<file path="src/hw/lfi_consts.vh">
// Register map, field positions and timing constants for the fault-inject and Phy_register_access block
`ifndef LFI_CONSTS_VH
`define LFI_CONSTS_VH

// ----------------------------------------------------------------
// Bus and register map
// ----------------------------------------------------------------
`define LFI_ADDR_W 8
`define LFI_DATA_W 32
`define LFI_OFS_MAINT 8'h1c
`define LFI_OFS_PHY 8'h24
`define LFI_RST_MAINT 32'h0000_0000
`define LFI_RST_PHY 32'h0000_0000
`define LFI_RD_ZERO 32'h0000_0000

// ----------------------------------------------------------------
// Maintenance control fields (bit 00 is the word msb)
// ----------------------------------------------------------------
`define LFI_M_HCRC 31
`define LFI_M_DCRC 30
`define LFI_M_DROP 29
`define LFI_M_FACK 28
`define LFI_M_NOACK 27
`define LFI_M_ACK_HI 23
`define LFI_M_ACK_LO 16
`define LFI_M_PING_HI 8
`define LFI_M_PING_LO 0
`define LFI_ACK_W 8
`define LFI_PING_W 9

// ----------------------------------------------------------------
// Phy_register_access fields (bit 00 is the word msb)
// ----------------------------------------------------------------
`define LFI_P_RD 31
`define LFI_P_WR 30
`define LFI_P_IDX_HI 27
`define LFI_P_IDX_LO 24
`define LFI_P_WVAL_HI 23
`define LFI_P_WVAL_LO 16
`define LFI_P_RIDX_HI 11
`define LFI_P_RIDX_LO 8
`define LFI_P_RVAL_HI 7
`define LFI_P_RVAL_LO 0
`define LFI_IDX_W 4
`define LFI_VAL_W 8

// ----------------------------------------------------------------
// Timing
// ----------------------------------------------------------------
`define LFI_CLK_PERIOD_NS 40
`define LFI_PING_STEP_NS 40
`define LFI_PING_STEP_CYC (`LFI_PING_STEP_NS / `LFI_CLK_PERIOD_NS)

`endif

</file>
<file path="src/hw/lfi_ping_timer.v">
// Ping response timer: counts from ping sent to response seen
`timescale 1ns/1ns
`include "lfi_consts.vh"

module lfi_ping_timer #(
  parameter W = `LFI_PING_W,
  parameter PW = 8,
  parameter [PW-1:0] STEP_CYC = `LFI_PING_STEP_CYC
) (
  input wire clock_i,
  input wire nrst_i,
  input wire start_i,
  input wire stop_i,
  output wire [W-1:0] result_o
);

  reg running_q;
  reg [PW-1:0] pre_q;
  reg [W-1:0] cnt_q;
  reg [W-1:0] result_q;
  wire step_w;
  wire sat_w;

  assign step_w = (pre_q == STEP_CYC - {{(PW-1){1'b0}}, 1'b1});
  assign sat_w = &cnt_q;
  assign result_o = result_q;

  // ----------------------------------------------------------------
  // Counter
  // ----------------------------------------------------------------
  // Saturates so a very late reply reads as full scale, not a wrap
  always @(posedge clock_i or negedge nrst_i) begin
    if (!nrst_i) begin
      running_q <= 1'b0;
      pre_q <= {PW{1'b0}};
      cnt_q <= {W{1'b0}};
      result_q <= {W{1'b0}};
    end else if (start_i) begin
      running_q <= 1'b1;
      pre_q <= {PW{1'b0}};
      cnt_q <= {W{1'b0}};
    end else if (running_q) begin
      if (stop_i) begin
        running_q <= 1'b0;
        result_q <= cnt_q;
      end else if (step_w) begin
        pre_q <= {PW{1'b0}};
        if (!sat_w) begin
          cnt_q <= cnt_q + {{(W-1){1'b0}}, 1'b1};
        end
      end else begin
        pre_q <= pre_q + {{(PW-1){1'b0}}, 1'b1};
      end
    end
  end

endmodule // lfi_ping_timer

</file>
<file path="src/hw/lfi_top.v">
// Link fault injection and PHY register access block
// What this block does
// All register bits clear at power-up
// Header CRC fault on next primary packet
// Data CRC fault, clear once sent
// Drop next primary packet, then clear
// Override next acknowledge with stored code
// Suppress next acknowledge, then clear
// Hold writable eight-bit acknowledge value
// Report ping response time, 40 ns steps
// Read request to PHY, clear when sent
// Write request to PHY, clear when sent
// Software sets PHY index before requesting
// Software loads write byte before writing
// Hold last PHY reply index and value
// Latch reply index and value together
// Read before write, one at a time
//
// The address-and-strobe port is this design's own decision.
`timescale 1ns/1ns
`include "lfi_consts.vh"

module lfi_top #(
  parameter AW = `LFI_ADDR_W,
  parameter DW = `LFI_DATA_W
) (
  input wire clock_i,
  input wire nrst_i,
  // Register port
  input wire [AW-1:0] reg_addr_i,
  input wire [DW-1:0] reg_wdata_i,
  input wire reg_wr_i,
  input wire reg_rd_i,
  output wire [DW-1:0] reg_rdata_o,
  // Transmitter side
  input wire pkt_hdr_done_i,
  input wire pkt_dcrc_sent_i,
  input wire pkt_dropped_i,
  input wire ack_gen_i,
  input wire ack_dropped_i,
  output wire inject_header_crc_error_o,
  output wire inject_data_crc_error_o,
  output wire drop_next_packet_o,
  output wire ack_override_o,
  output wire [`LFI_ACK_W-1:0] ack_value_o,
  output wire ack_suppress_o,
  // Ping timing
  input wire ping_sent_i,
  input wire ping_reply_i,
  // PHY register requests
  output wire phy_req_valid_o,
  output wire phy_req_write_o,
  output wire [`LFI_IDX_W-1:0] phy_req_index_o,
  output wire [`LFI_VAL_W-1:0] phy_req_value_o,
  input wire phy_req_sent_i,
  // PHY register replies
  input wire phy_reply_valid_i,
  input wire [`LFI_IDX_W-1:0] phy_reply_index_i,
  input wire [`LFI_VAL_W-1:0] phy_reply_value_i
);

  // ----------------------------------------------------------------
  // Declarations
  // ----------------------------------------------------------------
  localparam [1:0] ST_IDLE = 2'h0;
  localparam [1:0] ST_READ = 2'h1;
  localparam [1:0] ST_WRITE = 2'h2;
  // Reset words; each field except the ping count (reset inside lfi_ping_timer) takes its reset value from these
  localparam [DW-1:0] RST_MAINT = `LFI_RST_MAINT;
  localparam [DW-1:0] RST_PHY = `LFI_RST_PHY;

  reg hcrc_q;
  reg hcrc_d;
  reg dcrc_q;
  reg dcrc_d;
  reg drop_q;
  reg drop_d;
  reg fack_q;
  reg fack_d;
  reg noack_q;
  reg noack_d;
  reg [`LFI_ACK_W-1:0] ack_val_q;
  reg phy_rd_q;
  reg phy_rd_d;
  reg phy_wr_q;
  reg phy_wr_d;
  reg [`LFI_IDX_W-1:0] phy_idx_q;
  reg [`LFI_VAL_W-1:0] phy_wval_q;
  reg [`LFI_IDX_W-1:0] rep_idx_q;
  reg [`LFI_VAL_W-1:0] rep_val_q;
  reg [1:0] state_q;
  reg [1:0] state_d;
  reg req_valid_q;
  reg req_valid_d;
  reg req_write_q;
  reg req_write_d;
  reg [`LFI_IDX_W-1:0] req_idx_q;
  reg [`LFI_IDX_W-1:0] req_idx_d;
  reg [`LFI_VAL_W-1:0] req_val_q;
  reg [`LFI_VAL_W-1:0] req_val_d;
  reg [DW-1:0] rdata_q;
  reg [DW-1:0] rdata_d;
  reg [DW-1:0] maint_w;
  reg [DW-1:0] phy_w;
  wire wr_maint_w;
  wire wr_phy_w;
  wire [`LFI_PING_W-1:0] ping_w;
  wire req_done_w;

  assign wr_maint_w = reg_wr_i && (reg_addr_i == `LFI_OFS_MAINT);
  assign wr_phy_w = reg_wr_i && (reg_addr_i == `LFI_OFS_PHY);
  assign req_done_w = req_valid_q && phy_req_sent_i;

  // ----------------------------------------------------------------
  // Ping timer
  // ----------------------------------------------------------------
  // Ping field is read-only; a write to it is dropped
  lfi_ping_timer #(
    .W(`LFI_PING_W)
  ) u_ping (
    .clock_i(clock_i),
    .nrst_i(nrst_i),
    .start_i(ping_sent_i),
    .stop_i(ping_reply_i),
    .result_o(ping_w)
  );

  // ----------------------------------------------------------------
  // Fault inject flags
  // ----------------------------------------------------------------
  // A software write lands after the hardware clear, so a set made in
  // the same cycle as the consuming event is kept for the next packet
  always @* begin
    hcrc_d = hcrc_q;
    dcrc_d = dcrc_q;
    drop_d = drop_q;
    fack_d = fack_q;
    noack_d = noack_q;
    if (pkt_hdr_done_i) begin
      hcrc_d = 1'b0;
    end
    if (pkt_dcrc_sent_i) begin
      dcrc_d = 1'b0;
    end
    if (pkt_dropped_i) begin
      drop_d = 1'b0;
    end
    if (ack_gen_i) begin
      fack_d = 1'b0;
    end
    if (ack_dropped_i) begin
      noack_d = 1'b0;
    end
    if (wr_maint_w) begin
      hcrc_d = reg_wdata_i[`LFI_M_HCRC];
      dcrc_d = reg_wdata_i[`LFI_M_DCRC];
      drop_d = reg_wdata_i[`LFI_M_DROP];
      fack_d = reg_wdata_i[`LFI_M_FACK];
      noack_d = reg_wdata_i[`LFI_M_NOACK];
    end
  end

  always @(posedge clock_i or negedge nrst_i) begin
    if (!nrst_i) begin
      hcrc_q <= RST_MAINT[`LFI_M_HCRC];
      dcrc_q <= RST_MAINT[`LFI_M_DCRC];
      drop_q <= RST_MAINT[`LFI_M_DROP];
      fack_q <= RST_MAINT[`LFI_M_FACK];
      noack_q <= RST_MAINT[`LFI_M_NOACK];
      ack_val_q <= RST_MAINT[`LFI_M_ACK_HI:`LFI_M_ACK_LO];
    end else begin
      hcrc_q <= hcrc_d;
      dcrc_q <= dcrc_d;
      drop_q <= drop_d;
      fack_q <= fack_d;
      noack_q <= noack_d;
      if (wr_maint_w) begin
        ack_val_q <= reg_wdata_i[`LFI_M_ACK_HI:`LFI_M_ACK_LO];
      end
    end
  end

  // ----------------------------------------------------------------
  // Flag outputs
  // ----------------------------------------------------------------
  assign inject_header_crc_error_o = hcrc_q;
  assign inject_data_crc_error_o = dcrc_q;
  assign drop_next_packet_o = drop_q;
  assign ack_override_o = fack_q;
  assign ack_value_o = ack_val_q;
  assign ack_suppress_o = noack_q;

  // ----------------------------------------------------------------
  // Phy_register_access register and reply capture
  // ----------------------------------------------------------------
  always @* begin
    phy_rd_d = phy_rd_q;
    phy_wr_d = phy_wr_q;
    if (req_done_w && !req_write_q) begin
      phy_rd_d = 1'b0;
    end
    if (req_done_w && req_write_q) begin
      phy_wr_d = 1'b0;
    end
    if (wr_phy_w) begin
      phy_rd_d = reg_wdata_i[`LFI_P_RD];
      phy_wr_d = reg_wdata_i[`LFI_P_WR];
    end
  end

  // A reply beats a software write to the reply fields so data from
  // the PHY is never lost
  always @(posedge clock_i or negedge nrst_i) begin
    if (!nrst_i) begin
      phy_rd_q <= RST_PHY[`LFI_P_RD];
      phy_wr_q <= RST_PHY[`LFI_P_WR];
      phy_idx_q <= RST_PHY[`LFI_P_IDX_HI:`LFI_P_IDX_LO];
      phy_wval_q <= RST_PHY[`LFI_P_WVAL_HI:`LFI_P_WVAL_LO];
      rep_idx_q <= RST_PHY[`LFI_P_RIDX_HI:`LFI_P_RIDX_LO];
      rep_val_q <= RST_PHY[`LFI_P_RVAL_HI:`LFI_P_RVAL_LO];
    end else begin
      phy_rd_q <= phy_rd_d;
      phy_wr_q <= phy_wr_d;
      if (wr_phy_w) begin
        phy_idx_q <= reg_wdata_i[`LFI_P_IDX_HI:`LFI_P_IDX_LO];
        phy_wval_q <= reg_wdata_i[`LFI_P_WVAL_HI:`LFI_P_WVAL_LO];
      end
      if (phy_reply_valid_i) begin
        rep_idx_q <= phy_reply_index_i;
        rep_val_q <= phy_reply_value_i;
      end else if (wr_phy_w) begin
        rep_idx_q <= reg_wdata_i[`LFI_P_RIDX_HI:`LFI_P_RIDX_LO];
        rep_val_q <= reg_wdata_i[`LFI_P_RVAL_HI:`LFI_P_RVAL_LO];
      end
    end
  end

  // ----------------------------------------------------------------
  // PHY request sequencer
  // ----------------------------------------------------------------
  // Index and byte are frozen at launch; later writes do not disturb
  // a request that is already out
  // Clearing a request bit cancels only a launch not yet made
  always @* begin
    state_d = state_q;
    req_valid_d = req_valid_q;
    req_write_d = req_write_q;
    req_idx_d = req_idx_q;
    req_val_d = req_val_q;
    case (state_q)
      ST_IDLE: begin
        if (phy_rd_q) begin
          state_d = ST_READ;
          req_valid_d = 1'b1;
          req_write_d = 1'b0;
          req_idx_d = phy_idx_q;
          req_val_d = {`LFI_VAL_W{1'b0}};
        end else if (phy_wr_q) begin
          state_d = ST_WRITE;
          req_valid_d = 1'b1;
          req_write_d = 1'b1;
          req_idx_d = phy_idx_q;
          req_val_d = phy_wval_q;
        end
      end
      // Sent counts only while a request is out, never in idle
      ST_READ, ST_WRITE: begin
        if (phy_req_sent_i) begin
          state_d = ST_IDLE;
          req_valid_d = 1'b0;
        end
      end
      default: begin
        state_d = ST_IDLE;
        req_valid_d = 1'b0;
      end
    endcase
  end

  always @(posedge clock_i or negedge nrst_i) begin
    if (!nrst_i) begin
      state_q <= ST_IDLE;
      req_valid_q <= 1'b0;
      req_write_q <= 1'b0;
      req_idx_q <= {`LFI_IDX_W{1'b0}};
      req_val_q <= {`LFI_VAL_W{1'b0}};
    end else begin
      state_q <= state_d;
      req_valid_q <= req_valid_d;
      req_write_q <= req_write_d;
      req_idx_q <= req_idx_d;
      req_val_q <= req_val_d;
    end
  end

  assign phy_req_valid_o = req_valid_q;
  assign phy_req_write_o = req_write_q;
  assign phy_req_index_o = req_idx_q;
  assign phy_req_value_o = req_val_q;

  // ----------------------------------------------------------------
  // Register read path
  // ----------------------------------------------------------------
  always @* begin
    // Reserved bits read as zero
    maint_w = `LFI_RD_ZERO;
    maint_w[`LFI_M_HCRC] = hcrc_q;
    maint_w[`LFI_M_DCRC] = dcrc_q;
    maint_w[`LFI_M_DROP] = drop_q;
    maint_w[`LFI_M_FACK] = fack_q;
    maint_w[`LFI_M_NOACK] = noack_q;
    maint_w[`LFI_M_ACK_HI:`LFI_M_ACK_LO] = ack_val_q;
    maint_w[`LFI_M_PING_HI:`LFI_M_PING_LO] = ping_w;
    phy_w = `LFI_RD_ZERO;
    phy_w[`LFI_P_RD] = phy_rd_q;
    phy_w[`LFI_P_WR] = phy_wr_q;
    phy_w[`LFI_P_IDX_HI:`LFI_P_IDX_LO] = phy_idx_q;
    phy_w[`LFI_P_WVAL_HI:`LFI_P_WVAL_LO] = phy_wval_q;
    phy_w[`LFI_P_RIDX_HI:`LFI_P_RIDX_LO] = rep_idx_q;
    phy_w[`LFI_P_RVAL_HI:`LFI_P_RVAL_LO] = rep_val_q;
  end

  // Data stand only in the cycle after the strobe; zero otherwise
  always @* begin
    rdata_d = `LFI_RD_ZERO;
    if (reg_rd_i) begin
      case (reg_addr_i)
        `LFI_OFS_MAINT: rdata_d = maint_w;
        `LFI_OFS_PHY: rdata_d = phy_w;
        default: rdata_d = `LFI_RD_ZERO;
      endcase
    end
  end

  always @(posedge clock_i or negedge nrst_i) begin
    if (!nrst_i) begin
      rdata_q <= `LFI_RD_ZERO;
    end else begin
      rdata_q <= rdata_d;
    end
  end

  assign reg_rdata_o = rdata_q;

endmodule // lfi_top

</file>
<file path="config.mk">
export PLATFORM = sky130hd
export DESIGN_NAME = lfi_top
export DESIGN_NICKNAME = d
export VERILOG_FILES = /design/src/hw/lfi_ping_timer.v /design/src/hw/lfi_top.v
export VERILOG_INCLUDE_DIRS = /design/src /design/src/hw
export SDC_FILE = /design/constraint.sdc
export NUM_CORES = 1
export LEC_CHECK = 0
export BUFFER_PORTS_ARGS = -buffer_cell sky130_fd_sc_hd__buf_4
export CORE_AREA = 2 2 110 85
export CTS_BUF_LIST = sky130_fd_sc_hd__clkbuf_4 sky130_fd_sc_hd__clkbuf_8 sky130_fd_sc_hd__clkbuf_16
export DETAILED_ROUTE_END_ITERATION = 8
export DIE_AREA = 0 0 112 87
export GPL_TIMING_DRIVEN = 0
export PLACE_DENSITY = 0.81
export SETUP_SLACK_MARGIN = 0.3
export SLEW_MARGIN = 20
export SYNTH_ARGS = -nofsm -noshare
export SYNTH_HDL_FRONTEND = slang
export SYNTH_SLANG_ARGS = --single-unit
</file>
<file path="constraint.sdc">
create_clock -name clock_i -period 4.4 [get_ports clock_i]
set_clock_uncertainty 0.1 [all_clocks]
set_input_delay 0.44 -clock clock_i [delete_from_list [all_inputs] [get_ports clock_i]]
set_output_delay 0.44 -clock clock_i [all_outputs]
set_load 0.02 [all_outputs]
</file>
==> Flow_metrics.wiki <==
{| class="wikitable"
! Metric !! Value
|-
| Result of the run || finished, final reports clean
|-
| Number of failing setup endpoints in the final timing report || 0
|-
| Number of nets at the end of the flow || between 600 and 700
|-
| Largest family of logic cells by synthesized area || simple AND/OR/NAND/NOR gates
|-
| CP max FO || 7
|-
| Adder and majority cell fraction of the synthesized area || 0.0135
|-
| DPL Wire Length || 8.15 mm
|-
| Pin count of the biggest net entering global routing || 111
|-
| Count leader, synth || sky130_fd_sc_hd__dfrtp_1
|-
| Crit Path Category || reg -> reg
|-
| Setup TNS after final layout || 0 ns
|-
| Proportion of layout cells with a drive suffix above 1 || 0.327
|-
| Synth Area in XOR/XNOR || 0.0151
|-
| PnR worst setup slack || between 1.5 and 2 ns
|-
| Total leakage power || just under 3 nW
|-
| DR WL/cell || approximately 17 um
|-
| Worst hold path type || in -> async
|-
| Maximum buffer depth of the clock tree || 2
|-
| Post-CTS setup buffer count || 0
|-
| Period utilisation layout || 0.571
|-
| Area overhead of the layout relative to synthesis || 28.1%
|-
| # DRC || 0
|-
| Fraction of the mapped netlist area in compound gates || 0.103
|-
| Overall power after layout || ~2.2 mW
|-
| CP Launch Type || flip-flop
|-
| Final slew viol count || 0
|-
| Fmax || approximately 0.4 GHz
|-
| Worst supply voltage drop on vdd || 0.236 mV
|-
| Pin slew with the least headroom to its limit || around 0.97 ns
|-
| Post-synthesis cell count || 412
|-
| Cells after DPL || about 640
|-
| Worst-case setup slack after placement || 1.62 ns
|-
| Total of hold buffers inserted after clock tree synthesis || 0
|-
| Post-route antenna net violation count || 0
|-
| List of most frequent post-synthesis cells || sky130_fd_sc_hd__dfrtp_1 (110), sky130_fd_sc_hd__nand2_1 (71), sky130_fd_sc_hd__mux2_2 (29)
|-
| Dominant cells by area after synthesis || sky130_fd_sc_hd__dfrtp_1 (59%), sky130_fd_sc_hd__mux2_2 (7.0%), sky130_fd_sc_hd__nand2_1 (5.7%)
|-
| Top cell type by total area after synthesis || sky130_fd_sc_hd__dfrtp_1
|-
| Shortest clock period the worst path allows after layout || between 2 and 3 ns
|-
| Drt first pass iters || 4
|-
| Fraction of the mapped netlist area in simple logic gates || 0.171
|-
| Antenna violations before repair || 0
|-
| Final standard cell area without fillers || around 6000 sq um
|-
| Detailed-route wire length || between 10 and 15 mm
|-
| Fill count || ~670
|-
| Post-route non-filler standard cell count || ~660
|-
| Max-capacitance violation count || 0
|-
| Die Y-Extent || 87 um
|-
| Initial DRC count || 178
|-
| Floorplan row count || 30
|-
| CTS tree || built
|-
| Antenna diodes || 0
|-
| Power per unit of standard cell area || roughly 360 nW/um^2
|-
| Boundary pin count || approximately 120
|-
| Vias in the first global route || approximately 3800
|-
| R2r worst-path depth || 7
|-
| Placed Instance Area || between 5000 and 6000 sq um
|-
| Top cell type's share of synthesized area || 0.594
|-
| Remaining max-slew budget at the tightest pin || 0.355
|-
| # resized after CTS || 0
|-
| Num Clock Sinks || 110
|-
| Worst EP required || approximately 4.5 ns
|-
| Total gr overflow || 0
|-
| Width of the die || 112 um
|-
| Mux cell area share after synthesis || 0.0747
|-
| Post-synth EDFFs || 0
|-
| Critical path endpoint category || flip-flop
|-
| Mean number of vias per cell || between 5 and 6
|-
| Max H-tree Level || 3
|-
| Setup repair after global routing missed its margin || false
|-
| Post-layout util || 0.676
|-
| Insertion delay to the later sink of the worst-skew pair || between 0.3 and 0.4 ns
|-
| Mean Syn Cell Area || about 11 sq um
|-
| Most used flip-flop cell after synthesis || sky130_fd_sc_hd__dfrtp_1
|-
| Seq/Total Area, Yosys || 0.594
|-
| Overall global routing resource usage || 0.239
|-
| Count of yosys warnings during synthesis || 0
|-
| Cts bufs inserted || 9
|-
| Starting density of the core || 0.528
|-
| Crit path arrival time || 2.62 ns
|-
| Wire length of the first global-routing pass || ~18 mm
|-
| Netlist Area Pre-Place || approximately 4600 sq um
|-
| Floorplan die area || roughly 10000 sq um
|-
| CTS clk-pin slew, worst paths || around 0.080 ns
|-
| Core Footprint || roughly 8800 sq um
|-
| Post-synthesis register bit count || 110
|-
| Yosys cell types || 41
|-
| Hold slack || ~0.12 ns
|-
| DR vias || 3619
|-
| Final Hold Viols || 0
|-
| # port buffers || 114
|-
| Root buffer cell || sky130_fd_sc_hd__clkbuf_16
|-
| Final weighted congestion of routability-driven global placement || approximately 0.86
|-
| Share of synthesized flip-flops with an asynchronous set or reset || 1.00
|}
==> sequential cells by signal, indices dropped and copies added (netlist names), 8 cells and up <==
| register | flops |
|---|---|
| u_ping.pre_q | 8 |
| phy_wval_q | 8 |
| reg_rdata_o | 28 |
| ack_value_o | 8 |
| u_ping.result_o | 9 |
| rep_val_q | 8 |
| u_ping.cnt_q | 9 |
| phy_req_value_o | 8 |
==> final timing paths <==
path                                             start  slack [ns]                              to
setup / recovery           u_ping.pre_q[0]$_DFFE_PN0P_        1.89     u_ping.cnt_q[7]$_DFFE_PN0P_
hold / removal                                  nrst_i        0.12     u_ping.pre_q[6]$_DFFE_PN0P_
setup reg to reg           u_ping.pre_q[0]$_DFFE_PN0P_        1.89     u_ping.cnt_q[7]$_DFFE_PN0P_
hold reg to reg               rep_val_q[0]$_DFFE_PN0P_        0.38        reg_rdata_o[0]$_DFF_PN0_
max in group asynchronous                       nrst_i        3.43  u_ping.result_o[2]$_DFFE_PN0P_
min in group clock_i                   reg_wdata_i[25]        0.18        phy_idx_q[1]$_DFFE_PN0P_
==> cell families after synthesis <==
family	Yosys count
AND/OR/NAND/NOR	153
flip-flops	110
AO/OA/AOI/OAI	76
multiplexers	31
buffers and inverters	28
XOR/XNOR	8
adder cells (fa/ha/maj)	5
other	1
==> area by class of cell <==
| type | instances | area [sq um] | area share |
|---|---|---|---|
| plain buffers | 24 | 113 | 0.0190 |
| clock buffers | 10 | 233 | 0.0392 |
| clock inverters | 6 | 50.0 | 0.00843 |
| inverters | 4 | 15.0 | 0.00253 |
| multi-input cells | 277 | 1780 | 0.299 |
| flip-flops and latches | 110 | 2750 | 0.463 |
| well taps | 112 | 140 | 0.0236 |
| repair buffers | 114 | 860 | 0.145 |
==> worst max-delay path: stages (launching register included) <==
cell                       delay [ns]
sky130_fd_sc_hd__dfrtp_1         0.41
sky130_fd_sc_hd__inv_1           0.09
sky130_fd_sc_hd__ha_1            0.14
sky130_fd_sc_hd__or4b_1          0.44
sky130_fd_sc_hd__clkbuf_2        0.18
sky130_fd_sc_hd__or4_2           0.69
sky130_fd_sc_hd__o21ai_0         0.23
sky130_fd_sc_hd__a21oi_1         0.09
==> per-layer routing <==
layer | wire, um | global-route usage
met1 | 4770 | 0.318
met2 | 5310 | 0.399
met3 | 655 | 0.0466
met5 | 0 | 0
met4 | 294 | 0.0909
==> layout by cell type (no fill, tap or decap), drive strengths merged <==
| cell type | Yosys | routed |
|---|---|---|
| a21oi | 25 | 25 |
| a22o | 21 | 21 |
| and2 | 8 | 8 |
| and3 | 2 | 2 |
| buf | 9 | 123 |
| clkbuf | 15 | 25 |
| clkinvlp | 0 | 2 |
| conb | 1 | 4 |
| dfrtp | 110 | 110 |
| ha | 5 | 5 |
| inv | 4 | 8 |
| mux2 | 29 | 29 |
| mux2i | 2 | 2 |
| nand2 | 71 | 71 |
| nand2b | 20 | 20 |
| nand3 | 3 | 3 |
| nand3b | 2 | 2 |
| nand4 | 2 | 2 |
| nand4b | 2 | 2 |
| nand4bb | 1 | 1 |
| nor2 | 8 | 8 |
| nor2b | 10 | 10 |
| nor3 | 10 | 10 |
| nor4 | 3 | 3 |
| o2111ai | 3 | 3 |
| o211ai | 2 | 2 |
| o21ai | 24 | 24 |
| o22a | 1 | 1 |
| or3 | 5 | 5 |
| or3b | 2 | 2 |
| or4 | 2 | 2 |
| or4b | 2 | 2 |
| xnor2 | 2 | 2 |
| xor2 | 6 | 6 |
==> where the power goes <==
group	internal, mW	switching (mW)
clock	0.399	0.373
sequential	1.06	0.0383
combinational	0.128	0.152
total	1.59	0.563
No activity file was read; power rests on OpenSTA's default activity.
